### src/rcg_pkg.sv
`default_nettype none

package rcg_pkg;

   // **********************************************************
   // register map
   // **********************************************************
   localparam int           ADDR_W        = 12;
   localparam logic [11:0]  OFS_CTRL      = 12'h000;
   localparam logic [11:0]  OFS_TRIM      = 12'h004;
   localparam logic [31:0]  CTRL_RST      = 32'h0000_0000;
   localparam logic [31:0]  TRIM_RST      = 32'h0000_0000;
   localparam logic [31:0]  CTRL_WMASK    = 32'h7fff_ba0f;
   localparam logic [31:0]  TRIM_WMASK    = 32'hff80_0000;

   // **********************************************************
   // control register fields
   // **********************************************************
   localparam int           DIV_LSB       = 16;
   localparam int           DIV_W         = 15;
   localparam int           ON_BIT        = 15;
   localparam int           STOP_IN_IDLE_BIT      = 13;
   localparam int           OE_BIT        = 12;
   localparam int           RUN_IN_SLEEP_BIT      = 11;
   localparam int           DIVSW_BIT     = 9;
   localparam int           ACTIVE_BIT    = 8;
   localparam int           SEL_LSB       = 0;
   localparam int           SEL_W         = 4;

   // **********************************************************
   // trim register fields
   // **********************************************************
   localparam int           TRIM_LSB      = 23;
   localparam int           TRIM_W        = 9;

   // **********************************************************
   // source codes
   // **********************************************************
   localparam int           NUM_SRC       = 9;
   localparam logic [3:0]   SRC_SYSTEM_CLOCK    = 4'h0;
   localparam logic [3:0]   SRC_PERIPHERAL_BUS_CLOCK     = 4'h1;
   localparam logic [3:0]   SRC_LAST      = 4'h8;

   // **********************************************************
   // bus responses
   // **********************************************************
   localparam logic [1:0]   RESP_OKAY     = 2'h0;
   localparam logic [1:0]   RESP_SLVERR   = 2'h2;

   typedef struct packed {
      logic [SEL_W-1:0]  sel;
      logic [DIV_W-1:0]  div;
      logic [TRIM_W-1:0] trim;
   } rcg_cfg_type;

   localparam rcg_cfg_type CFG_RST = '{sel: 4'h0, div: 15'h0000, trim: 9'h000};

endpackage

`default_nettype wire

### src/rcg_div.sv
`timescale 1ns/1ps
`default_nettype none

module rcg_div (
   input  wire logic                mclk_in,   // core clock
   input  wire logic                rst_in,    // sync reset, high
   input  wire logic                src_in,    // synchronised source level
   input  wire logic                run_in,    // divider allowed to run
   input  wire rcg_pkg::rcg_cfg_type cfg_in,   // settings in effect
   output logic                     clk_out,   // divided clock level
   output logic                     bound_out  // pulse at each half-period edge, or at each source rise when div is 0
);

   logic                       src_prev_r;
   logic [rcg_pkg::DIV_W-1:0]  cnt_r;
   logic [rcg_pkg::TRIM_W-1:0] acc_r;
   logic                       clk_r;
   logic                       bound_r;
   logic                       rise;
   logic [rcg_pkg::TRIM_W:0]   acc_sum;
   logic [rcg_pkg::DIV_W:0]    half_len;
   logic [rcg_pkg::DIV_W:0]    cnt_inc;

   assign rise     = src_in & ~src_prev_r;
   assign acc_sum  = {1'b0, acc_r} + {1'b0, cfg_in.trim};
   // fractional carry stretches this half period by one source edge
   assign half_len = {1'b0, cfg_in.div} + {15'h0000, acc_sum[rcg_pkg::TRIM_W]};
   assign cnt_inc  = {1'b0, cnt_r} + 16'h0001;

   always_ff @(posedge mclk_in) begin
      if (rst_in) begin
         src_prev_r <= 1'b0;
      end else begin
         src_prev_r <= src_in;
      end
   end

   always_ff @(posedge mclk_in) begin
      if (rst_in || !run_in) begin
         cnt_r   <= '0;
         acc_r   <= '0;
         clk_r   <= 1'b0;
         bound_r <= 1'b0;
      end else if (cfg_in.div == '0) begin
         clk_r   <= src_in;
         bound_r <= rise;
         cnt_r   <= '0;
      end else if (rise) begin
         if (cnt_inc >= half_len) begin
            cnt_r   <= '0;
            acc_r   <= acc_sum[rcg_pkg::TRIM_W-1:0];
            clk_r   <= ~clk_r;
            bound_r <= 1'b1;
         end else begin
            cnt_r   <= cnt_inc[rcg_pkg::DIV_W-1:0];
            bound_r <= 1'b0;
         end
      end else begin
         bound_r <= 1'b0;
      end
   end

   assign clk_out   = clk_r;
   assign bound_out = bound_r;

endmodule

`default_nettype wire

### src/rcg_top.sv
// Design decisions made here: the AXI4-Lite slave port and the register addresses.
`timescale 1ns/1ps
`default_nettype none

module rcg_top (
   input  wire logic                       mclk_in,          // core clock, 250 MHz
   input  wire logic                       rst_in,           // sync reset, high
   // axi4-lite slave
   input  wire logic [rcg_pkg::ADDR_W-1:0] s_axi_awaddr_in,  // write address
   input  wire logic                       s_axi_awvalid_in, // write address valid
   output logic                            s_axi_awready_out,// write address ready
   input  wire logic [31:0]                s_axi_wdata_in,   // write data
   input  wire logic [3:0]                 s_axi_wstrb_in,   // write byte strobes
   input  wire logic                       s_axi_wvalid_in,  // write data valid
   output logic                            s_axi_wready_out, // write data ready
   output logic [1:0]                      s_axi_bresp_out,  // write response
   output logic                            s_axi_bvalid_out, // write response valid
   input  wire logic                       s_axi_bready_in,  // write response ready
   input  wire logic [rcg_pkg::ADDR_W-1:0] s_axi_araddr_in,  // read address
   input  wire logic                       s_axi_arvalid_in, // read address valid
   output logic                            s_axi_arready_out,// read address ready
   output logic [31:0]                     s_axi_rdata_out,  // read data
   output logic [1:0]                      s_axi_rresp_out,  // read response
   output logic                            s_axi_rvalid_out, // read data valid
   input  wire logic                       s_axi_rready_in,  // read data ready
   // device power state
   input  wire logic                       idle_mode_in,     // device in Idle
   input  wire logic                       sleep_mode_in,    // device in Sleep
   // clock sources, index = source code
   input  wire logic [8:0]                 src_clk_in,       // raw source levels
   // outputs
   output logic                            ref_clock_out,            // internal reference clock
   output logic                            ref_clock_out_pin_out,    // pin level
   output logic                            ref_clock_out_pin_oe_out  // pin drive enable
);

   // **********************************************************
   // declarations
   // **********************************************************
   typedef enum logic [0:0] {SW_IDLE, SW_WAIT} rcg_sw_type;

   rcg_sw_type                sw_state_r;
   logic [rcg_pkg::NUM_SRC-1:0] sync1_r;
   logic [rcg_pkg::NUM_SRC-1:0] sync2_r;

   logic                      on_r;
   logic                      stop_in_idle_r;
   logic                      oe_r;
   logic                      run_in_sleep_r;
   logic                      divsw_r;
   logic                      run_r;
   rcg_pkg::rcg_cfg_type      pend_cfg_r;
   rcg_pkg::rcg_cfg_type      act_cfg_r;

   logic                      aw_held_r;
   logic [rcg_pkg::ADDR_W-1:0] awaddr_r;
   logic                      w_held_r;
   logic [31:0]               wdata_r;
   logic [3:0]                wstrb_r;
   logic                      awready_r;
   logic                      wready_r;
   logic                      bvalid_r;
   logic [1:0]                bresp_r;
   logic                      arready_r;
   logic                      rvalid_r;
   logic [31:0]               rdata_r;
   logic [1:0]                rresp_r;

   logic                      pin_r;
   logic                      pin_oe_r;
   logic                      ref_clk_r;

   logic                      aw_take;
   logic                      w_take;
   logic                      ar_take;
   logic                      do_write;
   logic                      wr_ctrl;
   logic                      wr_trim;
   logic [31:0]               byte_mask;
   logic [31:0]               ctrl_rd;
   logic [31:0]               trim_rd;
   logic [31:0]               ctrl_new;
   logic [31:0]               trim_new;
   logic                      divsw_set;
   logic                      sw_done;
   logic                      sleep_block;
   logic                      run_nxt;
   logic                      src_sel;
   logic                      div_clk;
   logic                      div_bound;
   rcg_pkg::rcg_cfg_type      pend_cfg_nxt;

   // **********************************************************
   // source synchroniser and selection
   // **********************************************************
   always_ff @(posedge mclk_in) begin
      if (rst_in) begin
         sync1_r <= '0;
         sync2_r <= '0;
      end else begin
         sync1_r <= src_clk_in;
         sync2_r <= sync1_r;
      end
   end

   // reserved codes select nothing; the output then stops toggling
   always_comb begin
      if (act_cfg_r.sel <= rcg_pkg::SRC_LAST) begin
         src_sel = sync2_r[act_cfg_r.sel];
      end else begin
         src_sel = 1'b0;
      end
   end

   // **********************************************************
   // bus handshakes
   // **********************************************************
   assign aw_take  = s_axi_awvalid_in & awready_r;
   assign w_take   = s_axi_wvalid_in & wready_r;
   assign ar_take  = s_axi_arvalid_in & arready_r;
   assign do_write = aw_held_r & w_held_r & ~bvalid_r;

   always_ff @(posedge mclk_in) begin
      if (rst_in) begin
         aw_held_r <= 1'b0;
         awaddr_r  <= '0;
      end else if (aw_take) begin
         aw_held_r <= 1'b1;
         awaddr_r  <= s_axi_awaddr_in;
      end else if (do_write) begin
         aw_held_r <= 1'b0;
      end
   end

   always_ff @(posedge mclk_in) begin
      if (rst_in) begin
         w_held_r <= 1'b0;
         wdata_r  <= '0;
         wstrb_r  <= '0;
      end else if (w_take) begin
         w_held_r <= 1'b1;
         wdata_r  <= s_axi_wdata_in;
         wstrb_r  <= s_axi_wstrb_in;
      end else if (do_write) begin
         w_held_r <= 1'b0;
      end
   end

   // ready drops as soon as a beat is held, so a second beat cannot overrun it
   always_ff @(posedge mclk_in) begin
      if (rst_in) begin
         awready_r <= 1'b0;
         wready_r  <= 1'b0;
      end else begin
         awready_r <= ~(aw_take | (aw_held_r & ~do_write));
         wready_r  <= ~(w_take | (w_held_r & ~do_write));
      end
   end

   always_ff @(posedge mclk_in) begin
      if (rst_in) begin
         bvalid_r <= 1'b0;
         bresp_r  <= rcg_pkg::RESP_OKAY;
      end else if (do_write) begin
         bvalid_r <= 1'b1;
         bresp_r  <= (wr_ctrl | wr_trim) ? rcg_pkg::RESP_OKAY : rcg_pkg::RESP_SLVERR;
      end else if (s_axi_bready_in) begin
         bvalid_r <= 1'b0;
      end
   end

   always_ff @(posedge mclk_in) begin
      if (rst_in) begin
         arready_r <= 1'b0;
      end else begin
         arready_r <= ~(ar_take | (rvalid_r & ~s_axi_rready_in));
      end
   end

   always_ff @(posedge mclk_in) begin
      if (rst_in) begin
         rvalid_r <= 1'b0;
         rdata_r  <= '0;
         rresp_r  <= rcg_pkg::RESP_OKAY;
      end else if (ar_take) begin
         rvalid_r <= 1'b1;
         if (s_axi_araddr_in == rcg_pkg::OFS_CTRL) begin
            rdata_r <= ctrl_rd;
            rresp_r <= rcg_pkg::RESP_OKAY;
         end else if (s_axi_araddr_in == rcg_pkg::OFS_TRIM) begin
            rdata_r <= trim_rd;
            rresp_r <= rcg_pkg::RESP_OKAY;
         end else begin
            rdata_r <= '0;
            rresp_r <= rcg_pkg::RESP_SLVERR;
         end
      end else if (s_axi_rready_in) begin
         rvalid_r <= 1'b0;
      end
   end

   // **********************************************************
   // register images and write merge
   // **********************************************************
   genvar gi;
   generate
      for (gi = 0; gi < 4; gi++) begin : g_lane
         assign byte_mask[8*gi +: 8] = {8{wstrb_r[gi]}};
      end
   endgenerate

   always_comb begin
      ctrl_rd = '0;
      ctrl_rd[rcg_pkg::DIV_LSB +: rcg_pkg::DIV_W] = pend_cfg_r.div;
      ctrl_rd[rcg_pkg::ON_BIT]     = on_r;
      ctrl_rd[rcg_pkg::STOP_IN_IDLE_BIT]   = stop_in_idle_r;
      ctrl_rd[rcg_pkg::OE_BIT]     = oe_r;
      ctrl_rd[rcg_pkg::RUN_IN_SLEEP_BIT]   = run_in_sleep_r;
      ctrl_rd[rcg_pkg::DIVSW_BIT]  = divsw_r;
      ctrl_rd[rcg_pkg::ACTIVE_BIT] = run_r;
      ctrl_rd[rcg_pkg::SEL_LSB +: rcg_pkg::SEL_W] = pend_cfg_r.sel;
   end

   always_comb begin
      trim_rd = '0;
      trim_rd[rcg_pkg::TRIM_LSB +: rcg_pkg::TRIM_W] = pend_cfg_r.trim;
   end

   assign wr_ctrl  = do_write & (awaddr_r == rcg_pkg::OFS_CTRL);
   assign wr_trim  = do_write & (awaddr_r == rcg_pkg::OFS_TRIM);
   // only implemented bits take the write
   assign ctrl_new = (ctrl_rd & ~(byte_mask & rcg_pkg::CTRL_WMASK))
                   | (wdata_r & byte_mask & rcg_pkg::CTRL_WMASK);
   assign trim_new = (trim_rd & ~(byte_mask & rcg_pkg::TRIM_WMASK))
                   | (wdata_r & byte_mask & rcg_pkg::TRIM_WMASK);
   assign divsw_set = wr_ctrl & ctrl_new[rcg_pkg::DIVSW_BIT];

   always_comb begin
      pend_cfg_nxt = pend_cfg_r;
      if (wr_ctrl) begin
         pend_cfg_nxt.div = ctrl_new[rcg_pkg::DIV_LSB +: rcg_pkg::DIV_W];
         pend_cfg_nxt.sel = ctrl_new[rcg_pkg::SEL_LSB +: rcg_pkg::SEL_W];
      end
      if (wr_trim) begin
         pend_cfg_nxt.trim = trim_new[rcg_pkg::TRIM_LSB +: rcg_pkg::TRIM_W];
      end
   end

   always_ff @(posedge mclk_in) begin
      if (rst_in) begin
         on_r   <= rcg_pkg::CTRL_RST[rcg_pkg::ON_BIT];
         stop_in_idle_r <= rcg_pkg::CTRL_RST[rcg_pkg::STOP_IN_IDLE_BIT];
         oe_r   <= rcg_pkg::CTRL_RST[rcg_pkg::OE_BIT];
         run_in_sleep_r <= rcg_pkg::CTRL_RST[rcg_pkg::RUN_IN_SLEEP_BIT];
      end else if (wr_ctrl) begin
         on_r   <= ctrl_new[rcg_pkg::ON_BIT];
         stop_in_idle_r <= ctrl_new[rcg_pkg::STOP_IN_IDLE_BIT];
         oe_r   <= ctrl_new[rcg_pkg::OE_BIT];
         run_in_sleep_r <= ctrl_new[rcg_pkg::RUN_IN_SLEEP_BIT];
      end
   end

   always_ff @(posedge mclk_in) begin
      if (rst_in) begin
         pend_cfg_r <= rcg_pkg::CFG_RST;
      end else begin
         pend_cfg_r <= pend_cfg_nxt;
      end
   end

   // **********************************************************
   // divider switch handshake
   // **********************************************************
   // switch waits for a half-period edge while running, so the output never glitches, and completes at once when halted
   assign sw_done = (sw_state_r == SW_WAIT) & (~run_r | div_bound);

   always_ff @(posedge mclk_in) begin
      if (rst_in) begin
         sw_state_r <= SW_IDLE;
      end else begin
         unique case (sw_state_r)
            SW_IDLE: begin
               if (divsw_r) begin
                  sw_state_r <= SW_WAIT;
               end
            end
            SW_WAIT: begin
               if (sw_done) begin
                  sw_state_r <= SW_IDLE;
               end
            end
         endcase
      end
   end

   // a software set in the completion cycle wins over the hardware clear
   always_ff @(posedge mclk_in) begin
      if (rst_in) begin
         divsw_r <= rcg_pkg::CTRL_RST[rcg_pkg::DIVSW_BIT];
      end else if (divsw_set) begin
         divsw_r <= 1'b1;
      end else if (sw_done) begin
         divsw_r <= 1'b0;
      end
   end

   // disabled: settings follow the register; enabled: only on a switch
   always_ff @(posedge mclk_in) begin
      if (rst_in) begin
         act_cfg_r <= rcg_pkg::CFG_RST;
      end else if (!on_r || sw_done) begin
         // a write that also sets the enable bit still lands while disabled
         act_cfg_r <= on_r ? pend_cfg_r : pend_cfg_nxt;
      end
   end

   // **********************************************************
   // run control
   // **********************************************************
   // system and bus clocks stop in sleep anyway, so run-in-sleep is moot there
   assign sleep_block = sleep_mode_in
                      & ~(run_in_sleep_r & (act_cfg_r.sel != rcg_pkg::SRC_SYSTEM_CLOCK)
                                 & (act_cfg_r.sel != rcg_pkg::SRC_PERIPHERAL_BUS_CLOCK));
   assign run_nxt     = on_r
                      & ~(idle_mode_in & stop_in_idle_r)
                      & ~sleep_block;

   always_ff @(posedge mclk_in) begin
      if (rst_in) begin
         run_r <= 1'b0;
      end else begin
         run_r <= run_nxt;
      end
   end

   // **********************************************************
   // divider and outputs
   // **********************************************************
   rcg_div rcg_div_inst (
      .mclk_in   (mclk_in),
      .rst_in    (rst_in),
      .src_in    (src_sel),
      .run_in    (run_r),
      .cfg_in    (act_cfg_r),
      .clk_out   (div_clk),
      .bound_out (div_bound)
   );

   always_ff @(posedge mclk_in) begin
      if (rst_in) begin
         ref_clk_r <= 1'b0;
         pin_r     <= 1'b0;
         pin_oe_r  <= 1'b0;
      end else begin
         ref_clk_r <= div_clk;
         pin_r     <= div_clk & oe_r;
         pin_oe_r  <= oe_r;
      end
   end

   assign ref_clock_out            = ref_clk_r;
   assign ref_clock_out_pin_out    = pin_r;
   assign ref_clock_out_pin_oe_out = pin_oe_r;

   assign s_axi_awready_out = awready_r;
   assign s_axi_wready_out  = wready_r;
   assign s_axi_bvalid_out  = bvalid_r;
   assign s_axi_bresp_out   = bresp_r;
   assign s_axi_arready_out = arready_r;
   assign s_axi_rvalid_out  = rvalid_r;
   assign s_axi_rdata_out   = rdata_r;
   assign s_axi_rresp_out   = rresp_r;

endmodule

`default_nettype wire

### config.mk
export PLATFORM = sky130hd
export DESIGN_NAME = rcg_top
export DESIGN_NICKNAME = d
export VERILOG_FILES = /design/src/rcg_pkg.sv /design/src/rcg_div.sv /design/src/rcg_top.sv
export SDC_FILE = /design/constraint.sdc
export NUM_CORES = 1
export LEC_CHECK = 0
export BUFFER_PORTS_ARGS = -buffer_cell sky130_fd_sc_hd__buf_4
export CORE_MARGIN = 8
export CORE_UTILIZATION = 52
export CTS_CLUSTER_DIAMETER = 40
export DETAILED_ROUTE_END_ITERATION = 6
export PLACE_DENSITY = 0.76
export SLEW_MARGIN = 20
export SYNTH_ARGS = -nofsm -noshare
export SYNTH_HDL_FRONTEND = slang
export SYNTH_HIERARCHICAL = 1
export SYNTH_SLANG_ARGS = --single-unit
export TNS_END_PERCENT = 5
### constraint.sdc
create_clock -name mclk_in -period 3.7 [get_ports mclk_in]
set_input_delay 0.74 -clock mclk_in [delete_from_list [all_inputs] [get_ports mclk_in]]
set_output_delay 0.74 -clock mclk_in [all_outputs]
set_load 0.01 [all_outputs]
==> run metrics, run 1 <==
status=complete, but fails checks; failing checks=setup timing; gp weighted congestion=between 0.8 and 0.9; num rows=47; hpwl dp=14.4 mm; dominant synthesized flop cell=dfxtp_1; core region area=approximately 16000 um^2; # diodes=0; sw frac=25.8%; TritonCTS clock tree=done; ratio of cells with drive above 1 in the final layout=roughly 23%; Vias/cell=~5.7; commonest non-fill, non-tap cell in the layout=dfxtp_1; DP Cell Count=~1200; synthesized instance count=948; Max transition margin=29.4%; clk sinks=between 150 and 200; Max VDD drop=~0.00038 V; Area Growth Syn to Fin=23.5%; largest net degree at the start of global routing=roughly 100; Reg-to-Reg Start=act_cfg_r[1]; maximum buffer depth of the clock tree=2; I/O Buffers=about 110; Cell variety after synth=60; Leakage=between 4 and 5 nW; Netlist Area Pre-Place=8560 um^2; DRT iter0 DRCs=roughly 410; Largest stage delay, worst path=between 0.3 and 0.4 ns; Critical Path Source Type=flip-flop; Tot Pwr=~4.2 mW; routed wire length=21.7 mm; Root Buffer=clkbuf_16; Power Internal=about 3.1 mW; Via Count=about 7300; commonest cells after routing, fill and taps aside=dfxtp_1, buf_4, nand2_1, a21oi_1, nor2_1; final core utilization=64.7%; kind of critical path=flip-flop to flip-flop; Place WS=-0.432 ns; Non-Filler Instances=approximately 1300; Final Hold Vio Count=0; Die Height=about 140 um; Arr. time, crit path=between 4 and 5 ns; I/O pins=122; Filler cells=~1400; drt first pass iters=5; CTS clk-pin slew, worst paths=about 0.080 ns; WL/cell=roughly 17 um; Synth async-reset ratio=0%; clock network power share=approximately 46%; DRC viols=0; initial antenna violation count=1; Final WS setup=-0.302 ns; All-Layer GR Usage=between 20% and 30%; clock skew=between 0.01 and 0.015 ns; Gate power share=5.3%; sequential area share after synthesis=roughly 44%; Data required, critical path=just over 4 ns; first-pass GRT wire length=34.7 mm; Worst Hold Class=flip-flop to flip-flop; DIE AREA=~21000 um^2; pins over their slew limit=0; Num CTS Buffers=17; RSZ-0062 raised after global routing=yes; Critical Path Fanout Max=6; FMAX=between 0.2 and 0.25 GHz; number of global-route vias before repair=about 7000; Worst-Skew Late Latency=about 0.45 ns; max_cap viols=0; critical hold path startpoint=sync1_r[7]; Worst Setup SP=act_cfg_r[1]; GRT overflow=0; critical-path cell list=ha_4 -> a21oi_4 -> o211ai_1 -> o21ai_1 -> a21oi_2 -> a21o_1 -> a21o_1 -> ha_4 -> ha_4 -> buf_4 -> xnor2_1 -> ha_1 -> a211oi_2 -> o21ai_1 -> a211oi_4 -> o211a_1 -> buf_6 -> buf_12 -> o21ai_1 -> a21oi_1; Avg Cell Area, Syn=roughly 9 um^2; Final Critical Period=4.00 ns; # H-tree levels=4; Final setup viols=26; initial core utilization=52.4%; Sequential Power Share=around half; crit share post-route=108%; Psw=approximately 1.1 mW; Die Width=~140 um; slew at the pin closest to its max-slew limit=1.06 ns; final net count=1165; CP max stage cell=dfxtp_4; post-synthesis register bit count=between 150 and 200; EDFF count, synth=0; power density cells=400 nW/um^2; Worst setup EP type=flip-flop; Yosys warnings=6; Post-DRT Antenna Nets=0
final cells by class:
cell class	count	area (um^2)	share of cell area, %
Clock buffer	17	425	4.02
Clock inverter	15	218	2.06
Inverter	11	41.3	0.391
Multi-Input combinational cell	688	4650	44.0
Sequential cell	187	3760	35.5
Tap cell	220	275	2.60
Timing Repair Buffer	153	1200	11.4
sequential cells by signal, summed over array words and instances (netlist names), 4 cells and up, named ones only:
signal	flops
rcg_div_inst/acc_r	9
ctrl_rd	19
sync1_r	9
rcg_div_inst/cnt_r	15
wstrb_r	4
act_cfg_r	28
s_axi_rdata_out	26
pend_cfg_r	9
sync2_r	9
wdata_r	25
awaddr_r	12
power groups by stage:
| stage | Combinational (mW) | Clock [mW] | Sequential [mW] |
|---|---|---|---|
| CTS | 0.224 | 1.96 | 2.07 |
| detailed placement | 0.223 | 0 | 2.12 |
| global placement | 0.221 | 0 | 2.12 |
| finish | 0.223 | 1.94 | 2.07 |
| global route | 0.243 | 2.04 | 2.08 |
| floorplan | 0.133 | 0 | 2.11 |
final timing paths:
kind	end	slack, ns	cells past startpoint
worst max-delay path	rcg_div_inst/acc_r[0]	-0.30	20
worst min-delay path	sync2_r[7]	0.44	1
worst max register to register	rcg_div_inst/acc_r[0]	-0.30	20
worst min register to register	sync2_r[7]	0.44	1
Yosys cell counts, drive strengths merged, types with 6 or more instances:
cell type	number	area [um^2]
and3	11	68.8
clkbuf	51	191
xor2	15	131
a211oi	34	270
dfxtp	187	3740
ha	28	350
a21boi	28	210
nor2	70	263
mux2	9	101
o21ai	20	100
nand2	142	533
nor3	6	41.3
and2	7	43.8
xnor2	16	140
mux2i	29	290
a22oi	8	60.1
nand2b	6	37.5
o31ai	6	45.0
nand3	20	100
a21oi	82	410
nor4	8	120
a311oi	29	254
buf	18	125
a22o	10	87.6
nor2b	33	206
nand4	15	151
inv	11	41.3
through the flow:
stage	hold WS, ns	area [um^2]	TNS, ns
global route	0.461	10600	-9.75
floorplan	0.414	8600	0
global placement	0.419	9540	-4.59
CTS	0.443	10500	-1.84
finish	0.440	10600	-5.53
detailed placement	0.423	9540	-8.06
worst max-delay path, delay by kind of cell (launching register included):
kind | cells | cell delay (ns)
buffers and inverters | 3 | 0.37
adder cells (fa/ha/maj) | 4 | 0.89
AO/OA/AOI/OAI | 12 | 2.15
flip-flops | 1 | 0.37
XOR/XNOR | 1 | 0.12
cell families after synthesis:
kind of cell	after synthesis	synth area share, %
muxes	40	5.10
DFF	187	43.7
and+or+nand+nor	341	20.5
adders and majority gates	29	4.33
xor gates and xnor gates	31	3.17
buffers and inverters	80	4.18
AOI/OAI and AO/OA	239	19.0
other	1	0.0438
layer usage:
| layer | GRT usage, % | vias to the layer above | share of wire, % |
|---|---|---|---|
| met4 | 6.96 | 0 | 1.9 |
| li1 | - | 3596 | - |
| met3 | 5.15 | 37 | 4.6 |
| met1 | 25.3 | 3496 | 44 |
| met5 | 0 | - | 0 |
| met2 | 35.5 | 174 | 50 |
timing repair:
item	CTS	global route
gates resized for setup	29	11
pin swaps	18	19
buffers inserted	26	2
endpoints found under the setup margin	26	26
hold buffers	0	0
Note: power is estimated with default switching activity, not from simulation.
==> run 2, diff against run 1 <==
SETUP_SLACK_MARGIN = 0.1   (was not set)
==> run 2 against run 1 <==
Against the previous run: the flow still finishes with violations (setup timing); maximum frequency down 0.92%; critical path depth up 1; final cell count down 1.0%; register-to-register slack worse by 0.04 ns; global-route usage down 0.21 points; clock skew up 0.0034 ns; via count down 1.2%; critical path type unchanged; largest power group unchanged.
==> run metrics, run 2 (synthesis results as in run 1) <==
Worst-Skew Late Latency=between 0.4 and 0.5 ns; # diodes=0; metal3 WL=roughly 1.1 mm; kind of critical path=flip-flop to flip-flop; commonest cells after routing, fill and taps aside=dfxtp_1, nand2_1, buf_4, a21oi_1, nor2_1; DIE AREA=about 21000 um^2; hold depth=1; max FFs per register=28; reg2reg end=rcg_div_inst/acc_r[1]; Die Width=between 100 and 150 um; top layer in use=met4; Area Growth Syn to Fin=22.3%; RSZ-0062 raised after global routing=yes; final core utilization=between 60% and 70%; CTS clk-pin slew, worst paths=around 0.09 ns; number of global-route vias before repair=about 6900; Critical Path Source Type=flip-flop; largest net degree at the start of global routing=between 100 and 150; drt first pass iters=5; routed wire length=~21 mm; DP Cell Count=1236; initial antenna violation count=0; DRT iter0 DRCs=approximately 500; WL/cell=between 15 and 20 um; Leakage=4.24 nW; Max VDD drop=between 0.0004 and 0.0005 V; pins over their slew limit=0; setup TNS=-5.65 ns; Final WS setup=-0.339 ns; power density cells=407 nW/um^2; failing checks=setup timing; Worst setup EP type=flip-flop; Final setup viols=26; Max transition margin=30.3%; slew at the pin closest to its max-slew limit=roughly 1.0 ns; I/O pins=~120; Final Critical Period=4.04 ns; commonest non-fill, non-tap cell in the layout=dfxtp_1; Die Height=144 um; Root Buffer=clkbuf_16; Data required, critical path=between 4 and 5 ns; gp weighted congestion=between 0.8 and 0.9; r2r worst-path depth=21; Via Count=roughly 7000; max_cap viols=0; hpwl dp=between 10 and 15 mm; Area after DPL=9640 um^2; core region area=approximately 16000 um^2; wl on met1=between 9 and 10 mm; num rows=between 40 and 50; clock skew=0.0172 ns; Final Hold Vio Count=0; TritonCTS clock tree=done; initial core utilization=around 52%; Biggest register=act_cfg_r; FMAX=0.248 GHz; Num CTS Buffers=17; Reg-to-Reg Start=act_cfg_r[1]; # H-tree levels=4; GRT overflow=0; Post-DRT Antenna Nets=0; DRC viols=0; Arr. time, crit path=4.39 ns; Non-Filler Instances=between 1000 and 1500; status=complete, but fails checks; Worst Hold Class=flip-flop to flip-flop; first-pass GRT wire length=about 34 mm; r2r setup slk=-0.34 ns; All-Layer GR Usage=~21%; Final Cell Area=10500 um^2; ratio of cells with drive above 1 in the final layout=a little over a fifth; Vias/cell=5.65; clk sinks=around 190; Critical Path Fanout Max=15; wire length on met2=around 10 mm; critical hold path startpoint=sync1_r[3]; Min-Delay Endpoint=sync2_r[3]; crit share post-route=109%; I/O Buffers=about 110; final net count=1152; maximum buffer depth of the clock tree=2
==> run 2: how the worst max path moves through the flow <==
stage | startpoint | endpoint | cells after the start
after CTS | rcg_div_inst/acc_r[1] | rcg_div_inst/cnt_r[0] | 18
after global routing | act_cfg_r[1] | rcg_div_inst/acc_r[1] | 21
after global placement | act_cfg_r[1] | rcg_div_inst/acc_r[7] | 21
final | act_cfg_r[1] | rcg_div_inst/acc_r[1] | 21
after floorplan | rcg_div_inst/acc_r[2] | rcg_div_inst/acc_r[1] | 19
after detailed placement | act_cfg_r[1] | rcg_div_inst/acc_r[7] | 21
==> run 2: where the power goes <==
group	internal [mW]	switching, mW
Clock	1.01	0.954
Sequential	2.05	0.0258
Combinational	0.0991	0.125
Total	3.16	1.10
==> run 2: final cells by class <==
cell class                      count  area (um^2)
Fill cell                        1387         5870
Multi-Input combinational cell    688         4650
Sequential cell                   187         3760
Timing Repair Buffer              140         1100
Clock buffer                       17          425
Tap cell                          220          275
Clock inverter                     15          228
Inverter                           11         41.3
==> run 2: repair_timing <==
action,CTS,global route
hold buffers,0,0
hold endpoints to repair,0,0
pin swaps,9,26
gates resized for setup,6,22
setup endpoints to repair,26,26
buffers inserted,2,7
gates cloned,1,0
==> run 2: worst max-delay path: stages, from the launching register on <==
cell and delay [ns]:
dfxtp_4 0.36, ha_4 0.24, a21oi_4 0.12, o211ai_1 0.13
o21ai_1 0.22, a21oi_2 0.09, a21o_1 0.19, a21o_1 0.21
ha_4 0.19, ha_4 0.15, and2_4 0.15, nand2_4 0.07
nor2_4 0.04, xnor2_2 0.12, ha_1 0.30, and3_4 0.20
nand4_1 0.09, buf_4 0.15, o211a_1 0.24, buf_12 0.16
or3_1 0.36, a21oi_1 0.13
==> run 2: per-layer routing <==
layer | up-vias | track usage (%)
li1 | 3582 | -
met1 | 3419 | 25.4
met2 | 186 | 34.9
met3 | 28 | 4.72
met4 | 0 | 7.01
met5 | - | 0
==> run 2: per-stage QoR <==
stage	power, mW	worst slack [ns]	hold slack, ns
2_1_floorplan	2.25	0.110	0.414
3_3_place_gp	2.34	-0.207	0.419
3_5_place_dp	2.34	-0.307	0.424
4_1_cts	4.29	-0.175	0.444
5_1_grt	4.41	-0.429	0.465
6_report	4.26	-0.339	0.443
==> run 3, diff against run 2 <==
--- a/config.mk
+++ b/config.mk
@@ -7,3 +7,3 @@
 export LEC_CHECK = 0
-export BUFFER_PORTS_ARGS = -buffer_cell sky130_fd_sc_hd__buf_4
+export BUFFER_PORTS_ARGS = -buffer_cell sky130_fd_sc_hd__buf_2
 export CORE_MARGIN = 8
@@ -12,3 +12,3 @@
 export DETAILED_ROUTE_END_ITERATION = 6
-export PLACE_DENSITY = 0.76
+export PLACE_DENSITY = 0.73
 export SETUP_SLACK_MARGIN = 0.1
==> constraint.sdc (replaced) <==
create_clock -name mclk_in -period 4.9 [get_ports mclk_in]
set_input_delay 0.98 -clock mclk_in [delete_from_list [all_inputs] [get_ports mclk_in]]
set_output_delay 0.98 -clock mclk_in [all_outputs]
set_load 0.05 [all_outputs]
==> run 3 against run 2 <==
Against the previous run: the flow now finishes without violations; non-clock buffer count shrank 29; final cell count decreased by 2.2%; worst hold slack lost 0.0012 ns; setup slack gained 0.81 ns; clock power is 26% lower; sequential power decreased by 24%; first-iteration DRC count fell by 28%; combinational power down 24%; largest power group unchanged.
==> run metrics, run 3 (synthesis results as in run 1) <==
status=finished clean; DIE AREA=20800 um^2; core region area=about 16000 um^2; critical-path cell list=ha_1 -> nand3_1 -> o211ai_1 -> o21ai_1 -> a21oi_1 -> a21o_1 -> a21o_1 -> ha_1 -> ha_1 -> and2_1 -> nand2_1 -> xor2_1 -> ha_1 -> o21ai_0 -> nor2_1 -> a211oi_2 -> o211ai_4 -> nor3_4 -> a22o_1; Critical Path End=rcg_div_inst/cnt_r[4]; Worst Setup SP=act_cfg_r[3]; Non-Filler Instances=1250; r2r setup slk=0.47 ns; maximum buffer depth of the clock tree=2; RSZ-0062 raised after global routing=no; reg2reg end=rcg_div_inst/cnt_r[4]; Vias/cell=between 5 and 6; CTS clk-pin slew, worst paths=~0.080 ns; DRC viols=0; number of global-route vias before repair=roughly 6600; Final Hold Vio Count=0; routed wire length=20.2 mm; Levels on crit path=19; largest net degree at the start of global routing=between 100 and 150; Filler cells=between 1000 and 1500; Worst setup EP type=flip-flop; clk sinks=between 150 and 200; DP Cell Count=between 1000 and 1500; Worst Hold Class=flip-flop to flip-flop; Max transition margin=27.1%; setup TNS=0 ns; crit share post-route=90.4%; All-Layer GR Usage=19.6%; WL/cell=roughly 16 um; Root Buffer=clkbuf_16; final net count=between 1000 and 1500; Power Internal=approximately 2.3 mW; gp weighted congestion=0.818; first-pass GRT wire length=around 33 mm; Max VDD drop=between 0.0003 and 0.0004 V; ratio of cells with drive above 1 in the final layout=17.0%; Buf/Inv on CP=0; Via Count=between 7000 and 8000; Final setup viols=0; GRT overflow=0; Critical Path Source Type=flip-flop; power density cells=326 nW/um^2; slew at the pin closest to its max-slew limit=approximately 1.1 ns; Largest stage delay, worst path=~0.47 ns; Gate power share=5.4%; Reg-to-Reg Start=act_cfg_r[3]; pins over their slew limit=0; CP top delay family=compound AO/OA/AOI/OAI gates; max_cap viols=0; setup bufs post-CTS=0; Worst-Skew Late Latency=0.44 ns; clock skew=approximately 0.012 ns; Critical Path Fanout Max=17; num rows=47; Area Growth Syn to Fin=14.1%; final core utilization=between 50% and 60%; FMAX=approximately 0.23 GHz; # H-tree levels=4; I/O Buffers=106; initial antenna violation count=3; Final Critical Period=4.43 ns; Worst path most repeated cell=ha_1; clock network power share=between 40% and 50%; TritonCTS clock tree=done; initial core utilization=52.4%; drt first pass iters=4; CP max stage cell=nor3_4; sw frac=27.2%; Data required, critical path=roughly 5.3 ns; Sequential Power Share=between 40% and 50%; DRT iter0 DRCs=about 360; Psw=0.867 mW; commonest cells after routing, fill and taps aside=dfxtp_1, nand2_1, buf_2, a21oi_1, nor2_1; Biggest register=act_cfg_r; Leakage=between 3 and 4 nW; hpwl dp=approximately 14 mm; Die Height=around 140 um; Num CTS Buffers=17; r2r worst-path depth=19; Die Width=144 um; commonest non-fill, non-tap cell in the layout=dfxtp_1; Final Cell Area=9770 um^2; Post-DRT Antenna Nets=0; max FFs per register=28; Arr. time, crit path=a little under 5 ns; kind of critical path=flip-flop to flip-flop; I/O pins=122; Area after DPL=around 9000 um^2; Tot Pwr=between 3 and 4 mW
[run 3: worst min path at each step]
| stage | cells after the start | to | slack [ns] | from |
|---|---|---|---|---|
| 6_report | 1 | sync2_r[7] | 0.44 | sync1_r[7] |
| 5_1_grt | 1 | sync2_r[2] | 0.46 | sync1_r[2] |
| 4_1_cts | 1 | sync2_r[7] | 0.44 | sync1_r[7] |
| 3_5_place_dp | 1 | sync2_r[7] | 0.42 | sync1_r[7] |
| 3_3_place_gp | 1 | sync2_r[8] | 0.42 | sync1_r[8] |
| 2_1_floorplan | 1 | sync2_r[0] | 0.41 | sync1_r[0] |
[run 3: cell type report]
type                       count  area, um^2  share of cell area (%)
timing repair buffer         111         571                    5.84
clock buffer                  17         425                    4.35
antenna                        1        2.50                  0.0256
tap                          220         275                    2.82
sequential                   187        3740                    38.3
multi-input combinational    688        4500                    46.1
clock inverter                15         211                    2.16
inverter                      11        41.3                   0.422
[run 3: power groups by stage]
stage | clock [mW] | sequential [mW] | combinational [mW]
2_1_floorplan | 0 | 1.61 | 0.112
3_3_place_gp | 0 | 1.60 | 0.168
3_5_place_dp | 0 | 1.60 | 0.170
4_1_cts | 1.47 | 1.57 | 0.170
5_1_grt | 1.53 | 1.57 | 0.186
6_report | 1.45 | 1.57 | 0.170
[run 3: what timing repair did]
item,CTS,global route
gates resized for setup,0,1
endpoints found under the setup margin,0,2
hold buffers,0,0
[run 3: layer usage]
layer / vias up / wire length [um] / track usage (%)
li1: 3513 / - / -
met1: 3350 / 9410 / 25.2
met2: 129 / 9670 / 31.8
met3: 23 / 840 / 4.82
met4: 4 / 291 / 6.24
met5: - / 18 / 0
[run 3: metrics by stage]
| stage | setup slack [ns] | hold WS (ns) |
|---|---|---|
| finish | 0.469 | 0.442 |
| global placement | 0.492 | 0.419 |
| CTS | 0.396 | 0.445 |
| floorplan | 1.11 | 0.414 |
| detailed placement | 0.413 | 0.425 |
| global route | 0.138 | 0.456 |
[run 3: worst register-to-register path: stages (launching register included)]
cell	delay [ns]
dfxtp_1	0.34
ha_1	0.37
nand3_1	0.08
o211ai_1	0.21
o21ai_1	0.12
a21oi_1	0.24
a21o_1	0.15
a21o_1	0.15
ha_1	0.20
ha_1	0.21
and2_1	0.23
nand2_1	0.09
xor2_1	0.15
ha_1	0.30
o21ai_0	0.18
nor2_1	0.07
a211oi_2	0.31
o211ai_4	0.26
nor3_4	0.48
a22o_1	0.21
